File: config.mk
export PLATFORM = sky130hd
export DESIGN_NAME = iscd_top
export DESIGN_NICKNAME = d
export VERILOG_FILES = /design/src/core/iscd_pkg.sv /design/src/core/iscd_frac_div.sv /design/src/core/iscd_top.sv
export SDC_FILE = /design/constraint.sdc
export NUM_CORES = 1
export LEC_CHECK = 0
export ABC_AREA = 1
export BUFFER_PORTS_ARGS = -buffer_cell sky130_fd_sc_hd__buf_2
export CORE_MARGIN = 8
export CORE_UTILIZATION = 40
export DETAILED_ROUTE_END_ITERATION = 6
export PLACE_DENSITY = 0.57
export SETUP_SLACK_MARGIN = 0.4
export SYNTH_ARGS = -nofsm -noshare
export SYNTH_HDL_FRONTEND = slang
export SYNTH_SLANG_ARGS = --single-unit
File: constraint.sdc
create_clock -name core_clk -period 3.9 [get_ports core_clk]
set_input_delay 0.39 -clock core_clk [delete_from_list [all_inputs] [get_ports core_clk]]
set_output_delay 0.39 -clock core_clk [all_outputs]
set_load 0.01 [all_outputs]
File: src/core/iscd_pkg.sv
// Overview of operation
// - Keep a 10-bit word counter; word count register shows low eight captured bits.
// - Any write to word count register captures the counter, then clears it.
// - Status bit 7 sets on transmit underflow, stays until software writes zero.
// - Status bit 6 sets on receive overflow, stays until software clears it.
// - Read-only status bit 5 names next transmit channel: zero left, one right.
// - Read-only status bit 4 names receive buffer channel: zero left, one right.
// - Status bit 3 transmit pending; software may set; sample high-byte write clears.
// - Status bit 2 receive pending; software may set; sample high-byte read clears.
// - Read-only status bits 1:0 show upper two captured counter bits.
// - Nine-bit denominator; low byte resets 0x93, top bit resets zero.
// - Fifteen-bit numerator; low byte resets 0xe2, upper seven bits reset 0x04.
// - Two-bit trigger select: register only, frame start, pin event, timer event.
// - Reading sample high byte empties receive buffer; writing it fills transmit buffer.
package iscd_pkg;

    localparam int ADDR_W = 16;
    localparam int DATA_W = 8;
    localparam int CNT_W = 10;
    localparam int NUM_W = 15;
    localparam int DEN_W = 9;
    localparam int IRQ_W = 5;

    // Register addresses
    localparam logic [ADDR_W-1:0] ADDR_TRIG_CFG = 16'hdf41;
    localparam logic [ADDR_W-1:0] ADDR_SAMPLE_HIGH = 16'hdf43;
    localparam logic [ADDR_W-1:0] ADDR_WORD_COUNT_LOW = 16'hdf44;
    localparam logic [ADDR_W-1:0] ADDR_STATUS = 16'hdf45;
    localparam logic [ADDR_W-1:0] ADDR_DEN_LOW = 16'hdf46;
    localparam logic [ADDR_W-1:0] ADDR_NUM_LOW = 16'hdf47;
    localparam logic [ADDR_W-1:0] ADDR_DIV_HIGH = 16'hdf48;
    localparam logic [ADDR_W-1:0] ADDR_IRQ_STATUS = 16'hdf50;
    localparam logic [ADDR_W-1:0] ADDR_IRQ_ENABLE = 16'hdf51;
    localparam logic [ADDR_W-1:0] ADDR_IRQ_CLEAR = 16'hdf52;

    // Status register bit positions
    localparam int ST_TX_UNF = 7;
    localparam int ST_RX_OVF = 6;
    localparam int ST_TX_CH = 5;
    localparam int ST_RX_CH = 4;
    localparam int ST_TX_PEND = 3;
    localparam int ST_RX_PEND = 2;
    localparam int ST_CNT_HI = 0;

    // Trigger config field and divider high register layout
    localparam int TRIG_LSB = 1;
    localparam int DIV_DEN_TOP = 7;

    // Interrupt status bit positions
    localparam int IRQ_TX_UNF = 0;
    localparam int IRQ_RX_OVF = 1;
    localparam int IRQ_TX_PEND = 2;
    localparam int IRQ_RX_PEND = 3;
    localparam int IRQ_CAPTURE = 4;

    // Reset values
    localparam logic [DATA_W-1:0] RST_DEN_LOW = 8'h93;
    localparam logic [DATA_W-1:0] RST_NUM_LOW = 8'he2;
    localparam logic [6:0] RST_NUM_HIGH = 7'h04;
    localparam logic RST_DEN_TOP = 1'b0;

    typedef enum logic [1:0] {
        ISCD_TRIG_REG = 2'b00,
        ISCD_TRIG_SOF = 2'b01,
        ISCD_TRIG_PIN = 2'b10,
        ISCD_TRIG_TIMER = 2'b11
    } iscd_trig_t;

endpackage

File: src/core/iscd_frac_div.sv
`timescale 1ns/1ps
`default_nettype none
module iscd_frac_div #(
    parameter int NUM_W = 15,
    parameter int DEN_W = 9
) (
    input wire logic core_clk,
    input wire logic rst,
    input wire logic [NUM_W-1:0] num,
    input wire logic [DEN_W-1:0] den,
    output logic tick,
    output logic bit_clk
);
    localparam int ACC_W = NUM_W + 1;

    logic [ACC_W-1:0] acc_r;
    logic [ACC_W-1:0] acc_nxt;
    logic tick_r;
    logic tick_nxt;
    logic bit_clk_r;
    logic bit_clk_nxt;
    logic [ACC_W-1:0] sum;

    // ----------------------------------------
    // Fractional accumulation
    // ----------------------------------------
    // Average tick spacing is num/den cycles; a zero numerator stops the clock
    always_comb begin
        sum = acc_r + ACC_W'(den);
        acc_nxt = sum;
        tick_nxt = 1'b0;
        bit_clk_nxt = bit_clk_r;
        if (num == '0) begin
            acc_nxt = '0;
        end else if (sum >= ACC_W'(num)) begin
            acc_nxt = sum - ACC_W'(num);
            tick_nxt = 1'b1;
            bit_clk_nxt = ~bit_clk_r;
        end
    end

    always_ff @(posedge core_clk or posedge rst) begin
        if (rst) begin
            acc_r <= '0;
            tick_r <= 1'b0;
            bit_clk_r <= 1'b0;
        end else begin
            acc_r <= acc_nxt;
            tick_r <= tick_nxt;
            bit_clk_r <= bit_clk_nxt;
        end
    end

    assign tick = tick_r;
    assign bit_clk = bit_clk_r;
endmodule
`default_nettype wire

File: src/core/iscd_top.sv
`timescale 1ns/1ps
`default_nettype none
module iscd_top
    import iscd_pkg::*;
(
    input wire logic core_clk,
    input wire logic rst,
    // Register port
    input wire logic [iscd_pkg::ADDR_W-1:0] reg_addr,
    input wire logic [iscd_pkg::DATA_W-1:0] reg_wdata,
    input wire logic reg_wr,
    input wire logic reg_rd,
    output logic [iscd_pkg::DATA_W-1:0] reg_rdata,
    // Serial engine side
    input wire logic word_done,
    input wire logic tx_underflow_evt,
    input wire logic rx_overflow_evt,
    input wire logic tx_request_evt,
    input wire logic rx_ready_evt,
    input wire logic tx_channel_select,
    input wire logic rx_channel_indicator,
    input wire logic [iscd_pkg::DATA_W-1:0] rx_sample_high,
    input wire logic tx_buf_taken,
    output logic [iscd_pkg::DATA_W-1:0] tx_sample_high,
    output logic tx_buf_full,
    output logic rx_buf_empty,
    // Trigger sources
    input wire logic usb_sof,
    input wire logic trig_pin,
    input wire logic timer_event,
    // Clocking and interrupt
    output logic bit_tick,
    output logic bit_clk,
    output logic irq
);
    import iscd_pkg::*;

    // ----------------------------------------
    // Register state
    // ----------------------------------------
    logic [CNT_W-1:0] word_tally_r;
    logic [CNT_W-1:0] word_tally_nxt;
    logic [CNT_W-1:0] tally_cap_r;
    logic [CNT_W-1:0] tally_cap_nxt;
    logic tx_underflow_flag_r;
    logic tx_underflow_flag_nxt;
    logic rx_overflow_flag_r;
    logic rx_overflow_flag_nxt;
    logic tx_pending_flag_r;
    logic tx_pending_flag_nxt;
    logic rx_pending_flag_r;
    logic rx_pending_flag_nxt;
    iscd_trig_t capture_trigger_select_r;
    iscd_trig_t capture_trigger_select_nxt;
    logic [DEN_W-1:0] divider_denominator_r;
    logic [DEN_W-1:0] divider_denominator_nxt;
    logic [NUM_W-1:0] divider_numerator_r;
    logic [NUM_W-1:0] divider_numerator_nxt;
    logic [DATA_W-1:0] tx_high_r;
    logic [DATA_W-1:0] tx_high_nxt;
    logic tx_full_r;
    logic tx_full_nxt;
    logic rx_empty_r;
    logic rx_empty_nxt;
    logic [IRQ_W-1:0] irq_stat_r;
    logic [IRQ_W-1:0] irq_stat_nxt;
    logic [IRQ_W-1:0] irq_en_r;
    logic [IRQ_W-1:0] irq_en_nxt;
    logic [DATA_W-1:0] rdata_r;
    logic [DATA_W-1:0] rdata_nxt;

    // Pin synchroniser and edge detect
    logic pin_meta_r;
    logic pin_sync_r;
    logic pin_prev_r;
    logic pin_edge;

    // Decoded accesses
    logic wr_word_tally;
    logic wr_stat;
    logic wr_high;
    logic rd_high;
    logic hw_trigger;
    logic capture;
    logic [IRQ_W-1:0] irq_events;
    logic [DATA_W-1:0] status_word;

    // ----------------------------------------
    // Input synchronisation
    // ----------------------------------------
    // The first stage feeds only the second, keeping metastability contained
    always_ff @(posedge core_clk or posedge rst) begin
        if (rst) begin
            pin_meta_r <= 1'b0;
            pin_sync_r <= 1'b0;
            pin_prev_r <= 1'b0;
        end else begin
            pin_meta_r <= trig_pin;
            pin_sync_r <= pin_meta_r;
            pin_prev_r <= pin_sync_r;
        end
    end

    assign pin_edge = pin_sync_r & ~pin_prev_r;

    // ----------------------------------------
    // Access decode and trigger selection
    // ----------------------------------------
    assign wr_word_tally = reg_wr && (reg_addr == ADDR_WORD_COUNT_LOW);
    assign wr_stat = reg_wr && (reg_addr == ADDR_STATUS);
    assign wr_high = reg_wr && (reg_addr == ADDR_SAMPLE_HIGH);
    assign rd_high = reg_rd && (reg_addr == ADDR_SAMPLE_HIGH);

    always_comb begin
        unique case (capture_trigger_select_r)
            ISCD_TRIG_REG: hw_trigger = 1'b0;
            ISCD_TRIG_SOF: hw_trigger = usb_sof;
            ISCD_TRIG_PIN: hw_trigger = pin_edge;
            ISCD_TRIG_TIMER: hw_trigger = timer_event;
        endcase
    end

    assign capture = wr_word_tally | hw_trigger;

    // ----------------------------------------
    // Word counter
    // ----------------------------------------
    always_comb begin
        word_tally_nxt = word_tally_r;
        tally_cap_nxt = tally_cap_r;
        if (word_done) begin
            word_tally_nxt = word_tally_r + CNT_W'(1);
        end
        if (capture) begin
            tally_cap_nxt = word_tally_r;
            // A word finishing on the trigger cycle opens the new interval
            word_tally_nxt = word_done ? CNT_W'(1) : '0;
        end
    end

    // ----------------------------------------
    // Status flags
    // ----------------------------------------
    // Hardware sets win over software clears so no event is lost
    always_comb begin
        tx_underflow_flag_nxt = tx_underflow_flag_r;
        rx_overflow_flag_nxt = rx_overflow_flag_r;
        tx_pending_flag_nxt = tx_pending_flag_r;
        rx_pending_flag_nxt = rx_pending_flag_r;
        if (wr_stat && !reg_wdata[ST_TX_UNF]) begin
            tx_underflow_flag_nxt = 1'b0;
        end
        if (tx_underflow_evt) begin
            tx_underflow_flag_nxt = 1'b1;
        end
        if (wr_stat && !reg_wdata[ST_RX_OVF]) begin
            rx_overflow_flag_nxt = 1'b0;
        end
        if (rx_overflow_evt) begin
            rx_overflow_flag_nxt = 1'b1;
        end
        if (wr_high) begin
            tx_pending_flag_nxt = 1'b0;
        end
        if (tx_request_evt || (wr_stat && reg_wdata[ST_TX_PEND])) begin
            tx_pending_flag_nxt = 1'b1;
        end
        if (rd_high) begin
            rx_pending_flag_nxt = 1'b0;
        end
        if (rx_ready_evt || (wr_stat && reg_wdata[ST_RX_PEND])) begin
            rx_pending_flag_nxt = 1'b1;
        end
    end

    // ----------------------------------------
    // Sample high byte and buffer state
    // ----------------------------------------
    always_comb begin
        tx_high_nxt = tx_high_r;
        tx_full_nxt = tx_full_r;
        rx_empty_nxt = rx_empty_r;
        if (tx_buf_taken) begin
            tx_full_nxt = 1'b0;
        end
        if (wr_high) begin
            tx_high_nxt = reg_wdata;
            tx_full_nxt = 1'b1;
        end
        if (rd_high) begin
            rx_empty_nxt = 1'b1;
        end
        // A sample landing on the read cycle must not be reported as gone
        if (rx_ready_evt) begin
            rx_empty_nxt = 1'b0;
        end
    end

    // ----------------------------------------
    // Configuration and interrupt registers
    // ----------------------------------------
    assign irq_events[IRQ_TX_UNF] = tx_underflow_evt;
    assign irq_events[IRQ_RX_OVF] = rx_overflow_evt;
    assign irq_events[IRQ_TX_PEND] = tx_request_evt;
    assign irq_events[IRQ_RX_PEND] = rx_ready_evt;
    assign irq_events[IRQ_CAPTURE] = capture;

    always_comb begin
        capture_trigger_select_nxt = capture_trigger_select_r;
        divider_denominator_nxt = divider_denominator_r;
        divider_numerator_nxt = divider_numerator_r;
        irq_en_nxt = irq_en_r;
        irq_stat_nxt = irq_stat_r;
        if (reg_wr) begin
            unique case (reg_addr)
                ADDR_TRIG_CFG: begin
                    capture_trigger_select_nxt = iscd_trig_t'(reg_wdata[TRIG_LSB +: 2]);
                end
                ADDR_DEN_LOW: begin
                    divider_denominator_nxt[DATA_W-1:0] = reg_wdata;
                end
                ADDR_NUM_LOW: begin
                    divider_numerator_nxt[DATA_W-1:0] = reg_wdata;
                end
                ADDR_DIV_HIGH: begin
                    divider_denominator_nxt[DEN_W-1] = reg_wdata[DIV_DEN_TOP];
                    divider_numerator_nxt[NUM_W-1:DATA_W] = reg_wdata[DIV_DEN_TOP-1:0];
                end
                ADDR_IRQ_ENABLE: begin
                    irq_en_nxt = reg_wdata[IRQ_W-1:0];
                end
                ADDR_IRQ_CLEAR: begin
                    irq_stat_nxt = irq_stat_r & ~reg_wdata[IRQ_W-1:0];
                end
                default: begin
                end
            endcase
        end
        irq_stat_nxt = irq_stat_nxt | irq_events;
    end

    // ----------------------------------------
    // Read path
    // ----------------------------------------
    // status word: software-writable flags plus read-only fields
    always_comb begin
        status_word = '0;
        status_word[ST_TX_UNF] = tx_underflow_flag_r;
        status_word[ST_RX_OVF] = rx_overflow_flag_r;
        status_word[ST_TX_CH] = tx_channel_select;
        status_word[ST_RX_CH] = rx_channel_indicator;
        status_word[ST_TX_PEND] = tx_pending_flag_r;
        status_word[ST_RX_PEND] = rx_pending_flag_r;
        status_word[ST_CNT_HI +: 2] = tally_cap_r[CNT_W-1:DATA_W];
    end

    // Data holds only in the cycle after the strobe; zero otherwise
    always_comb begin
        rdata_nxt = '0;
        if (reg_rd) begin
            unique case (reg_addr)
                ADDR_TRIG_CFG: rdata_nxt[TRIG_LSB +: 2] = capture_trigger_select_r;
                ADDR_SAMPLE_HIGH: rdata_nxt = rx_sample_high;
                ADDR_WORD_COUNT_LOW: rdata_nxt = tally_cap_r[DATA_W-1:0];
                ADDR_STATUS: rdata_nxt = status_word;
                ADDR_DEN_LOW: rdata_nxt = divider_denominator_r[DATA_W-1:0];
                ADDR_NUM_LOW: rdata_nxt = divider_numerator_r[DATA_W-1:0];
                ADDR_DIV_HIGH: begin
                    rdata_nxt = {divider_denominator_r[DEN_W-1],
                                 divider_numerator_r[NUM_W-1:DATA_W]};
                end
                ADDR_IRQ_STATUS: rdata_nxt[IRQ_W-1:0] = irq_stat_r;
                ADDR_IRQ_ENABLE: rdata_nxt[IRQ_W-1:0] = irq_en_r;
                default: rdata_nxt = '0;
            endcase
        end
    end

    // ----------------------------------------
    // State registers
    // ----------------------------------------
    always_ff @(posedge core_clk or posedge rst) begin
        if (rst) begin
            word_tally_r <= '0;
            tally_cap_r <= '0;
            tx_underflow_flag_r <= 1'b0;
            rx_overflow_flag_r <= 1'b0;
            tx_pending_flag_r <= 1'b0;
            rx_pending_flag_r <= 1'b0;
            capture_trigger_select_r <= ISCD_TRIG_REG;
            divider_denominator_r <= {RST_DEN_TOP, RST_DEN_LOW};
            divider_numerator_r <= {RST_NUM_HIGH, RST_NUM_LOW};
            tx_high_r <= '0;
            tx_full_r <= 1'b0;
            rx_empty_r <= 1'b1;
            irq_stat_r <= '0;
            irq_en_r <= '0;
            rdata_r <= '0;
        end else begin
            word_tally_r <= word_tally_nxt;
            tally_cap_r <= tally_cap_nxt;
            tx_underflow_flag_r <= tx_underflow_flag_nxt;
            rx_overflow_flag_r <= rx_overflow_flag_nxt;
            tx_pending_flag_r <= tx_pending_flag_nxt;
            rx_pending_flag_r <= rx_pending_flag_nxt;
            capture_trigger_select_r <= capture_trigger_select_nxt;
            divider_denominator_r <= divider_denominator_nxt;
            divider_numerator_r <= divider_numerator_nxt;
            tx_high_r <= tx_high_nxt;
            tx_full_r <= tx_full_nxt;
            rx_empty_r <= rx_empty_nxt;
            irq_stat_r <= irq_stat_nxt;
            irq_en_r <= irq_en_nxt;
            rdata_r <= rdata_nxt;
        end
    end

    // ----------------------------------------
    // Bit clock divider
    // ----------------------------------------
    // fractional bit clock
    iscd_frac_div #(
        .NUM_W(NUM_W),
        .DEN_W(DEN_W)
    ) u_div (
        .core_clk(core_clk),
        .rst(rst),
        .num(divider_numerator_r),
        .den(divider_denominator_r),
        .tick(bit_tick),
        .bit_clk(bit_clk)
    );

    assign reg_rdata = rdata_r;
    assign tx_sample_high = tx_high_r;
    assign tx_buf_full = tx_full_r;
    assign rx_buf_empty = rx_empty_r;
    assign irq = |(irq_stat_r & irq_en_r);
endmodule
`default_nettype wire

==> reports/metrics.cfg, run 1 <==
[outcome]
status = finished clean

[sta]
tightest_slew_ns = 0.5424
hold_viol_final = 0
fin_hold_ws_ns = 0.03867
period_needed_ns = 3.264
clock_skew_ns = 0.009867
finalSetupTns_ns = 0
setup_viol = 0
slew_viol_final = 0
maxSlewHeadroom = 0.6346
rsz0062_at_grt = no
finalCritPeriodShare = 0.8370
clock.fmax_mhz = 306.3

[critical_path]
worstSetupPathType = flop to flop
cp_top_family = simple AND/OR/NAND/NOR gates
r2r_end = u_div.acc_r[7]
rr_worst_depth = 18
critPathMostFrequentCell = nand2_1
crit_chain = ha_1, nand2_1, nand2_1, a21oi_2, nand2_2, a21oi_4, xnor2_1, ha_1, a21oi_1, nand2_1, a21oi_2, nand3_1, nand2_1, nand3_4, nor2_4, buf_12, nand2_1, nand2_1
max_stage_delay_ns = 0.57
startpoint_type = flop
endpoint_kind = flop
rrSetupSlack_ns = 0.64
required_ns = 4.18
cp_max_fo = 14
r2r_start = divider_denominator_r[4]
slowest_stage = dfstp_2
arrival_ns = 3.55
cp_num_buf_inv = 1

[synth]
synthXorXnorAreaFrac = 0.03602
synth_top_cell_by_area = dfrtp_1
syn_inst = 822
yosysWarnings = 0
muxShareOfSynthArea = 0
synth.top_cell.area_share = 0.3663
synth.avg_cell_area_um2 = 7.396
synth-simple-area-share = 0.3139
async_flop_share = 1.000
ys_seq_area_frac = 0.4095
synth_top_family_by_area = simple AND/OR/NAND/NOR gates
synth-compound-area-share = 0.09735
synth_area_leaders = dfrtp_1, nand2_1, inv_1
synth_ff_type = dfrtp_1
netlist_area_um2 = 6080
synth_most_common_cell = nand2_1
synth-seq-cells = 99
synth_adder_area_share = 0.05804
ys_top_cells_by_count = nand2_1, inv_1, dfrtp_1
syn_nets = 896
synth-edff-count = 0
synth.distinct_cells = 39

[layout]
n_antenna_cell = 0
nFillCells = 1547
area_delta_synth_final_pct = 15.97
multi_input_area_um2 = 3162
seq_area_um2 = 2490
nets = 970
drive_above_1_share = 0.1565

[cts]
clockBufferDepth = 2
cts_tree = built
htreeDepth = 3
cts_hold_buf = 0
cts_buffers = 9
clock_sinks = 99
clkTransAtPathRegs_ns = 0.07
clk_latency_ns = 0.35
cts_root_buf = clkbuf_16

[route]
wl_um = 17040
first_iter_violations = 449
routedWlPerCell_um = 15.65
dr.pass1.iters = 5
drcViolationCount = 0
vias_per_cell = 5.019
postRouteAntennaNets = 0
dr_total_vias = 5466

[placement]
io_buffers = 67
gp_congestion = 0.8930
dpl.hpwl_um = 13790

[global_route]
grt_antenna_before_repair = 0
grt_usage = 0.1806
overflow = 0
grt_max_degree = 36
grt_pass1_wl_um = 27780
grt_pass1_vias = 5292

[pwr]
power_density_nw_per_um2 = 303.6
p_leak_nw = 3.680
vdd_drop_max_v = 0.0002195

[floorplanning]
rows = 45
ios = 68
core_um2 = 15030
die_height_um = 139.3
dieArea_um2 = 19400
die_width_um = 139.3
start_util = 0.4044

[run]
drv_cap = 0

[worst_hold_path]
hold_path.class = input pin to asynchronous set/reset pin

## final cells by class
cell class | instances | share of cell area
multi-input combinational | 595 | 0.4484
inverter | 115 | 0.06158
tap | 188 | 0.03336
clock buffer | 10 | 0.03248
sequential | 99 | 0.3532
clock inverter | 6 | 0.01029
timing repair buffer | 76 | 0.06069
## state kept, by name (all words and copies together), names as in the netlist, 8 cells and up
signal,cells
divider_denominator_r,9
divider_numerator_r,15
reg_rdata,8
tally_cap_r,10
tx_sample_high,8
u_div.acc_r,16
word_tally_r,10
## worst max-delay path by stage
stage | startpoint | endpoint | cells past startpoint | slack, ns
final | divider_denominator_r[4] | u_div.acc_r[7] | 18 | 0.64
after global routing | divider_denominator_r[4] | u_div.acc_r[2] | 20 | 0.41
after CTS | divider_denominator_r[0] | u_div.acc_r[7] | 21 | 0.49
after detailed placement | divider_denominator_r[0] | u_div.acc_r[7] | 20 | 0.32
after global placement | divider_denominator_r[0] | u_div.acc_r[14] | 20 | 0.41
after floorplan | divider_denominator_r[0] | u_div.acc_r[14] | 19 | 0.81
## per-stage QoR
step	utilization	power (mW)	setup slack (ns)	area (µm²)	cells
2_1_floorplan	-	1.186	0.8085	6080	822
3_5_place_dp	0.4388	1.251	0.3242	6596	1068
3_3_place_gp	0.4388	1.247	0.4097	6596	1068
6_report	0.4690	2.141	0.6356	7051	1089
4_1_cts	0.4625	2.162	0.4851	6953	1088
5_1_grt	0.4690	2.225	0.4084	7051	1089
## layer usage
metal,wire (µm),up-vias,part of all wire,global-route usage
met4,238,0,0.014,0.06124
met5,0,-,0,0
li1,-,2783,-,-
met3,859,16,0.050,0.03181
met2,7107,126,0.42,0.2519
met1,8834,2541,0.52,0.2719
## worst register-to-register path, cell delays in order, from the launching register on
cell     delay [ns]
dfstp_2        0.57
ha_1           0.29
nand2_1        0.08
nand2_1        0.07
a21oi_2        0.14
nand2_2        0.11
a21oi_4        0.16
xnor2_1        0.20
ha_1           0.34
a21oi_1        0.24
nand2_1        0.12
a21oi_2        0.15
nand3_1        0.08
nand2_1        0.12
nand3_4        0.13
nor2_4         0.15
buf_12         0.14
nand2_1        0.05
nand2_1        0.07
## timing repair
action | in CTS | in global routing
resized for setup | 0 | 15
buffers inserted | 4 | 1
pin swaps | 2 | 1
gates cloned | 0 | 0
setup endpoints to repair | 14 | 18
## placed cells by master, fill, tap and decap left out, types with 4 or more instances in the layout
cell,synthesis,routed
dfstp_2,10,10
nand4_1,12,12
nor2_2,4,5
nand2_1,255,255
inv_1,112,111
nand3b_1,8,8
nor3_1,9,8
nand2_2,9,9
a21oi_1,27,24
xor2_1,14,13
clkbuf_16,0,9
o21ai_0,50,49
buf_2,3,67
buf_4,1,7
nor2_1,53,52
nor2_4,4,4
o31ai_1,6,5
o21ai_1,17,18
xnor2_1,11,10
dfrtp_1,89,89
nand3_1,67,67
ha_1,25,22
## kinds of logic (layout without fill, tap and decap cells)
family	count (synthesis)	count (layout)
AO/OA/AOI/OAI	110	110
XOR/XNOR	25	25
adder cells (fa/ha/maj)	27	27
buffers and inverters	128	207
flip-flops	99	99
AND/OR/NAND/NOR	433	433
## power breakdown
part | leakage (nW) | switching (mW) | total [mW] | internal, mW
logic | 2.27 | 0.0957 | 0.147 | 0.0518
registers | 1.27 | 0.0254 | 1.08 | 1.06
clock network | 0.144 | 0.406 | 0.911 | 0.505
total | 3.68 | 0.527 | 2.14 | 1.61
Power figures use the tool's default switching activity.
==> run 2, diff against run 1 <==
Settings changed: PLACE_DENSITY 0.57 to 0.59.
Clock period 3.9 ns to 2.95 ns, I/O delays scaled along.
==> reports/metrics.cfg, run 2 (synthesis gave the netlist of run 1 again) <==
[floorplanning]
rows = 45  ; unchanged
die_height_um = 139.3  ; unchanged
die_width_um = 139.3  ; unchanged
start_util = 0.4044  ; unchanged
dieArea_um2 = 19400  ; unchanged
ios = 68  ; unchanged
core_um2 = 15030  ; unchanged

[sta]
setup_viol = 18  ; +18
setup_ws_ns = -0.1482  ; -0.7838 ns
finalSetupTns_ns = -1.714  ; -1.714 ns
rsz0062_at_grt = yes
fin_hold_ws_ns = 0.05148  ; +0.01281 ns
finalCritPeriodShare = 1.050  ; +0.2132
period_needed_ns = 3.098  ; -0.1662 ns
clock_skew_ns = 0.01341  ; +0.003547 ns
tightest_slew_ns = 0.6507  ; +0.1083 ns
hold_viol_final = 0  ; unchanged
slew_viol_final = 0  ; unchanged
clock.fmax_mhz = 322.8  ; +5.4%
maxSlewHeadroom = 0.5662  ; -0.06841

[worst_hold_path]
min_path_cells = 1
worstHoldStart = trig_pin
whs_endpoint = pin_meta_r
hold_path.class = input pin to flop

[global_route]
top_usage_layer = met2
grt_pass1_vias = 5603  ; +5.9%
gr-usage-met2 = 0.2855  ; +0.03352
use_met1 = 0.2717  ; about the same
use_met3 = 0.03112  ; -0.0006840
grt_max_degree = 52  ; +44%
grt_antenna_before_repair = 0  ; unchanged
overflow = 0  ; unchanged
grt_usage = 0.1889  ; +0.008311
grt_pass1_wl_um = 29370  ; +5.7%

[critical_path]
endpoint_kind = flop
cp_top_family = adder cells
arrival_ns = 3.33  ; -0.22 ns
rr_worst_depth = 13  ; -5
startpoint_type = flop
max_stage_delay_ns = 0.55  ; -0.02 ns
cp_max_fo = 4  ; -10
rrSetupSlack_ns = -0.15  ; -0.78 ns
r2r_start = divider_denominator_r[0]
r2r_end = u_div.acc_r[7]
crit_chain = ha_4, inv_2, fa_2, xnor2_1, ha_1, a21oi_1, o21ai_0, nand3_1, nand2_1, buf_4, xnor2_1, nand3b_1, nand2_1
cp_num_buf_inv = 2  ; +1
slowest_stage = dfstp_2
worstSetupPathType = flop to flop
required_ns = 3.18  ; -1.00 ns

[outcome]
violations = setup timing
status = complete, but fails checks

[pwr]
power_mw = 2.888  ; +35%
clkPwrFrac = 0.438  ; +0.013
power.switching_mw = 0.7319  ; +39%
power_density_nw_per_um2 = 358.0  ; +18%
swShare = 0.2534  ; +0.007226
p_seq_frac = 0.495  ; -0.011
pwr-share-comb = 0.067  ; -0.002
p_int_mw = 2.156  ; +34%
p_leak_nw = 4.092  ; +11%
vdd_drop_max_v = 0.0003531  ; +61%

[route]
wl_um = 18220  ; +6.9%
dr_total_vias = 5778  ; +5.7%
routedWlPerCell_um = 15.68  ; +0.18%
drcViolationCount = 0  ; unchanged
dr.pass1.iters = 5  ; unchanged
postRouteAntennaNets = 0  ; unchanged
vias_per_cell = 4.972  ; -0.93%
first_iter_violations = 409  ; -8.9%

[cts]
htreeDepth = 3  ; unchanged
clockBufferDepth = 2  ; unchanged
cts_buffers = 9  ; unchanged
clkTransAtPathRegs_ns = 0.07  ; about the same
clk_latency_ns = 0.35  ; about the same
clock_sinks = 99  ; unchanged
cts_tree = built
cts_root_buf = clkbuf_16

[placement]
gp_congestion = 0.9005  ; +0.84%
dp.cells = 1134  ; +6.2%
dpl_worst_slack_ns = -0.2019  ; -0.5261 ns
io_buffers = 67  ; unchanged
dpl.hpwl_um = 13990  ; +1.4%
dpl-instance-area_um2 = 7147  ; +8.3%

[layout]
n_antenna_cell = 0  ; unchanged
area_delta_synth_final_pct = 32.70
largest_reg_flops = 16  ; unchanged
nets = 1043  ; +7.5%
largest-register = u_div.acc_r
drive_above_1_share = 0.2895  ; +0.1330
layout_common_cells = nand2_1, inv_1, dfrtp_1
final_common_cell = nand2_1
post-route-util = 0.5367  ; +0.06767
stdcell_count = 1162  ; +6.7%
reg_top3 = u_div.acc_r x16, divider_numerator_r x15
design_area_um2 = 8068  ; +14%

[run]
drv_cap = 0  ; unchanged

-- run 2: timing repair --
item / 4_1_cts / 5_1_grt
gates resized for setup: 77 / 16
pin swaps: 18 / 2
hold buffers: 0 / 0
setup buffers: 4 / 7
gates cloned: 0 / 1
setup endpoints to repair: 18 / 18
-- run 2: power by group through the flow --
stage,clock network [mW],registers [mW],logic (mW)
after global routing,1.35,1.43,0.221
final,1.27,1.43,0.194
after CTS,1.29,1.43,0.198
after detailed placement,0,1.45,0.196
after floorplan,0,1.45,0.118
after global placement,0,1.45,0.195
-- run 2: worst max path at each step --
stage                             start  depth (start not counted)         endpoint
6_report       divider_denominator_r[0]                         13   u_div.acc_r[7]
5_1_grt        divider_denominator_r[0]                         21   u_div.acc_r[9]
4_1_cts        divider_denominator_r[0]                         15  u_div.acc_r[15]
3_5_place_dp   divider_denominator_r[0]                         20   u_div.acc_r[3]
3_3_place_gp   divider_denominator_r[4]                         17  u_div.acc_r[10]
2_1_floorplan  divider_denominator_r[0]                         21  u_div.acc_r[12]
-- run 2: routing by layer --
metal	up-vias	wire (µm)
li1	2930	-
met5	-	0
met1	2684	8987
met2	146	8107
met4	0	246
met3	18	874
-- run 2: final cells by class --
type | instances | area, µm²
clock inverters | 7 | 102.6
inverters | 115 | 435.4
well taps | 188 | 235.2
multi-input cells | 595 | 3582
flip-flops and latches | 99 | 2491
repair buffers | 149 | 996.0
fillers | 1445 | 6965
clock buffers | 9 | 225.2
==> run 3, diff against run 2 <==
Settings changed: CTS_BUF_LIST from default to sky130_fd_sc_hd__clkbuf_4, PLACE_DENSITY 0.59 to 0.57.
Clock period 2.95 ns to 3.67 ns, I/O delays scaled along.
==> reports/metrics.cfg, run 3 (synthesis gave the netlist of run 1 again) <==
[outcome]
status = finished clean

[global_route]
grt_max_degree = 43  ; -17%
overflow = 0  ; unchanged
grt_antenna_before_repair = 0  ; unchanged
grt_usage = 0.1805  ; -0.008371
grt_pass1_vias = 5281  ; -5.7%
grt_pass1_wl_um = 27860  ; -5.1%

[floorplanning]
start_util = 0.4044  ; unchanged
core_um2 = 15030  ; unchanged
die_height_um = 139.3  ; unchanged
dieArea_um2 = 19400  ; unchanged
rows = 45  ; unchanged
ios = 68  ; unchanged
die_width_um = 139.3  ; unchanged

[layout]
nets = 984  ; -5.7%
n_antenna_cell = 0  ; unchanged
largest-register = u_div.acc_r
layout_common_cells = nand2_1, inv_1, dfrtp_1
stdcell_count = 1103  ; -5.1%
drive_above_1_share = 0.2208  ; -0.06876
design_area_um2 = 7301  ; -9.5%
largest_reg_flops = 16  ; unchanged
final_common_cell = nand2_1
area_delta_synth_final_pct = 20.09
reg_top3 = u_div.acc_r x16, divider_numerator_r x15

[critical_path]
cp_top_family = simple AND/OR/NAND/NOR gates
required_ns = 4.08  ; +0.90 ns
endpoint_kind = flop
arrival_ns = 3.66  ; +0.33 ns
startpoint = divider_denominator_r[0]
cp_num_buf_inv = 4  ; +2
r2r_start = divider_denominator_r[0]
slowest_stage = dfstp_2
startpoint_type = flop
worstSetupPathType = flop to flop
rrSetupSlack_ns = 0.41  ; +0.56 ns
max_stage_delay_ns = 0.59  ; +0.04 ns
cp_max_fo = 7  ; +3
crit_chain = ha_4, inv_2, fa_2, inv_2, a21o_1, nand3_2, nand2_1, nand2_1, nand2_2, ha_4, nand2_4, inv_4, nand2_2, nand2_2, a21oi_2, nand3_1, nand2_2, nand3_4, nor2_4, clkbuf_16, nand2_1, nand2_1
r2r_end = u_div.acc_r[11]
rr_worst_depth = 22  ; +9

[route]
postRouteAntennaNets = 0  ; unchanged
drcViolationCount = 0  ; unchanged
vias_per_cell = 5.007  ; +0.70%
routedWlPerCell_um = 16.10  ; +2.7%
first_iter_violations = 464  ; +13%
wl_um = 17760  ; -2.5%
dr.pass1.iters = 5  ; unchanged
dr_total_vias = 5523  ; -4.4%

[placement]
gp_congestion = 0.9177  ; +1.9%
dp.cells = 1069  ; -5.7%
dpl_worst_slack_ns = 0.2464  ; +0.4483 ns
dpl.hpwl_um = 13790  ; -1.4%
dpl-instance-area_um2 = 6604  ; -7.6%
io_buffers = 67  ; unchanged

[pwr]
power_mw = 1.872  ; -35%
p_leak_nw = 3.750  ; -8.4%
p_int_mw = 1.333  ; -38%
swShare = 0.2879  ; +0.03442
power.switching_mw = 0.5388  ; -26%
clkPwrFrac = 0.300  ; -0.138
p_seq_frac = 0.615  ; +0.120
power_density_nw_per_um2 = 256.4  ; -28%
pwr-share-comb = 0.085  ; +0.018
vdd_drop_max_v = 0.0001765  ; -50%

[sta]
setup_ws_ns = 0.4118  ; +0.5599 ns
clock_skew_ns = 0.03009  ; +0.01668 ns
clock.fmax_mhz = 306.9  ; -4.9%
tightest_slew_ns = 0.5643  ; -0.08641 ns
maxSlewHeadroom = 0.6229  ; +0.05669
hold_viol_final = 0  ; unchanged
setup_viol = 0  ; -18
period_needed_ns = 3.258  ; +0.1601 ns
finalSetupTns_ns = 0  ; +1.714 ns
rsz0062_at_grt = yes
finalCritPeriodShare = 0.8878  ; -0.1624
slew_viol_final = 0  ; unchanged

[cts]
clkTransAtPathRegs_ns = 0.18  ; +0.11 ns
cts_buffers = 9  ; unchanged
cts_tree = built
clockBufferDepth = 2  ; unchanged
cts_root_buf = clkbuf_4
clock_sinks = 99  ; unchanged
htreeDepth = 3  ; unchanged
clk_latency_ns = 0.48  ; +0.13 ns

[worst_hold_path]
min_path_cells = 2  ; +1
worstHoldStart = tx_buf_taken
whs_endpoint = tx_buf_full
hold_path.class = input pin to flop

[run]
drv_cap = 0  ; unchanged

## run 3: cell count changes in the layout (fill, tap and decap cells not counted), moves of 4 or more
cell | before | now
a21oi_1 | 16 | 21
a21oi_2 | 9 | 5
buf_4 | 76 | 17
clkbuf_16 | 10 | 1
clkbuf_4 | 0 | 9
nand2_1 | 234 | 238
nand2_2 | 26 | 22
## run 3: how the worst max path moves through the flow
stage	to	slack, ns	cells after the start
final	u_div.acc_r[11]	0.41	22
after detailed placement	u_div.acc_r[7]	0.25	20
after global routing	u_div.acc_r[5]	0.26	22
after floorplan	u_div.acc_r[14]	0.58	19
after CTS	u_div.acc_r[7]	0.40	21
after global placement	u_div.acc_r[4]	0.30	19
## run 3: layout make-up
type	count	area, µm²
fillers	1532	7732
clock buffers	9	67.56
repair buffers	90	549.3
inverters	115	436.7
well taps	188	235.2
flip-flops and latches	99	2490
clock inverters	7	58.81
multi-input cells	595	3463
## run 3: power by group through the flow
stage | sequential (mW) | combinational, mW | clock, mW
detailed placement | 1.17 | 0.159 | 0
global route | 1.16 | 0.183 | 0.627
floorplan | 1.17 | 0.0944 | 0
global placement | 1.17 | 0.159 | 0
CTS | 1.15 | 0.162 | 0.574
finish | 1.15 | 0.159 | 0.561
## run 3: stage by stage
step	hold slack (ns)	util
2_1_floorplan	0.3312	-
3_3_place_gp	0.3372	0.4393
3_5_place_dp	0.3378	0.4393
4_1_cts	0.02711	0.4587
5_1_grt	0.04508	0.4856
6_report	0.05779	0.4856
## run 3: per-layer routing
layer  wire length [µm]  GRT usage  up-vias
met4                201    0.04506        0
met2               7638     0.2638      148
li1                   -          -     2796
met1               9045     0.2694     2563
met5                  0          0        -
met3                873    0.02941       16
## run 3: repair_timing
action	4_1_cts	5_1_grt
gates resized for setup	11	68
buffers inserted	6	8
pin swaps	5	23
setup endpoints to repair	17	18
hold buffers	3	0
hold endpoints to repair	38	0
gates cloned	0	1
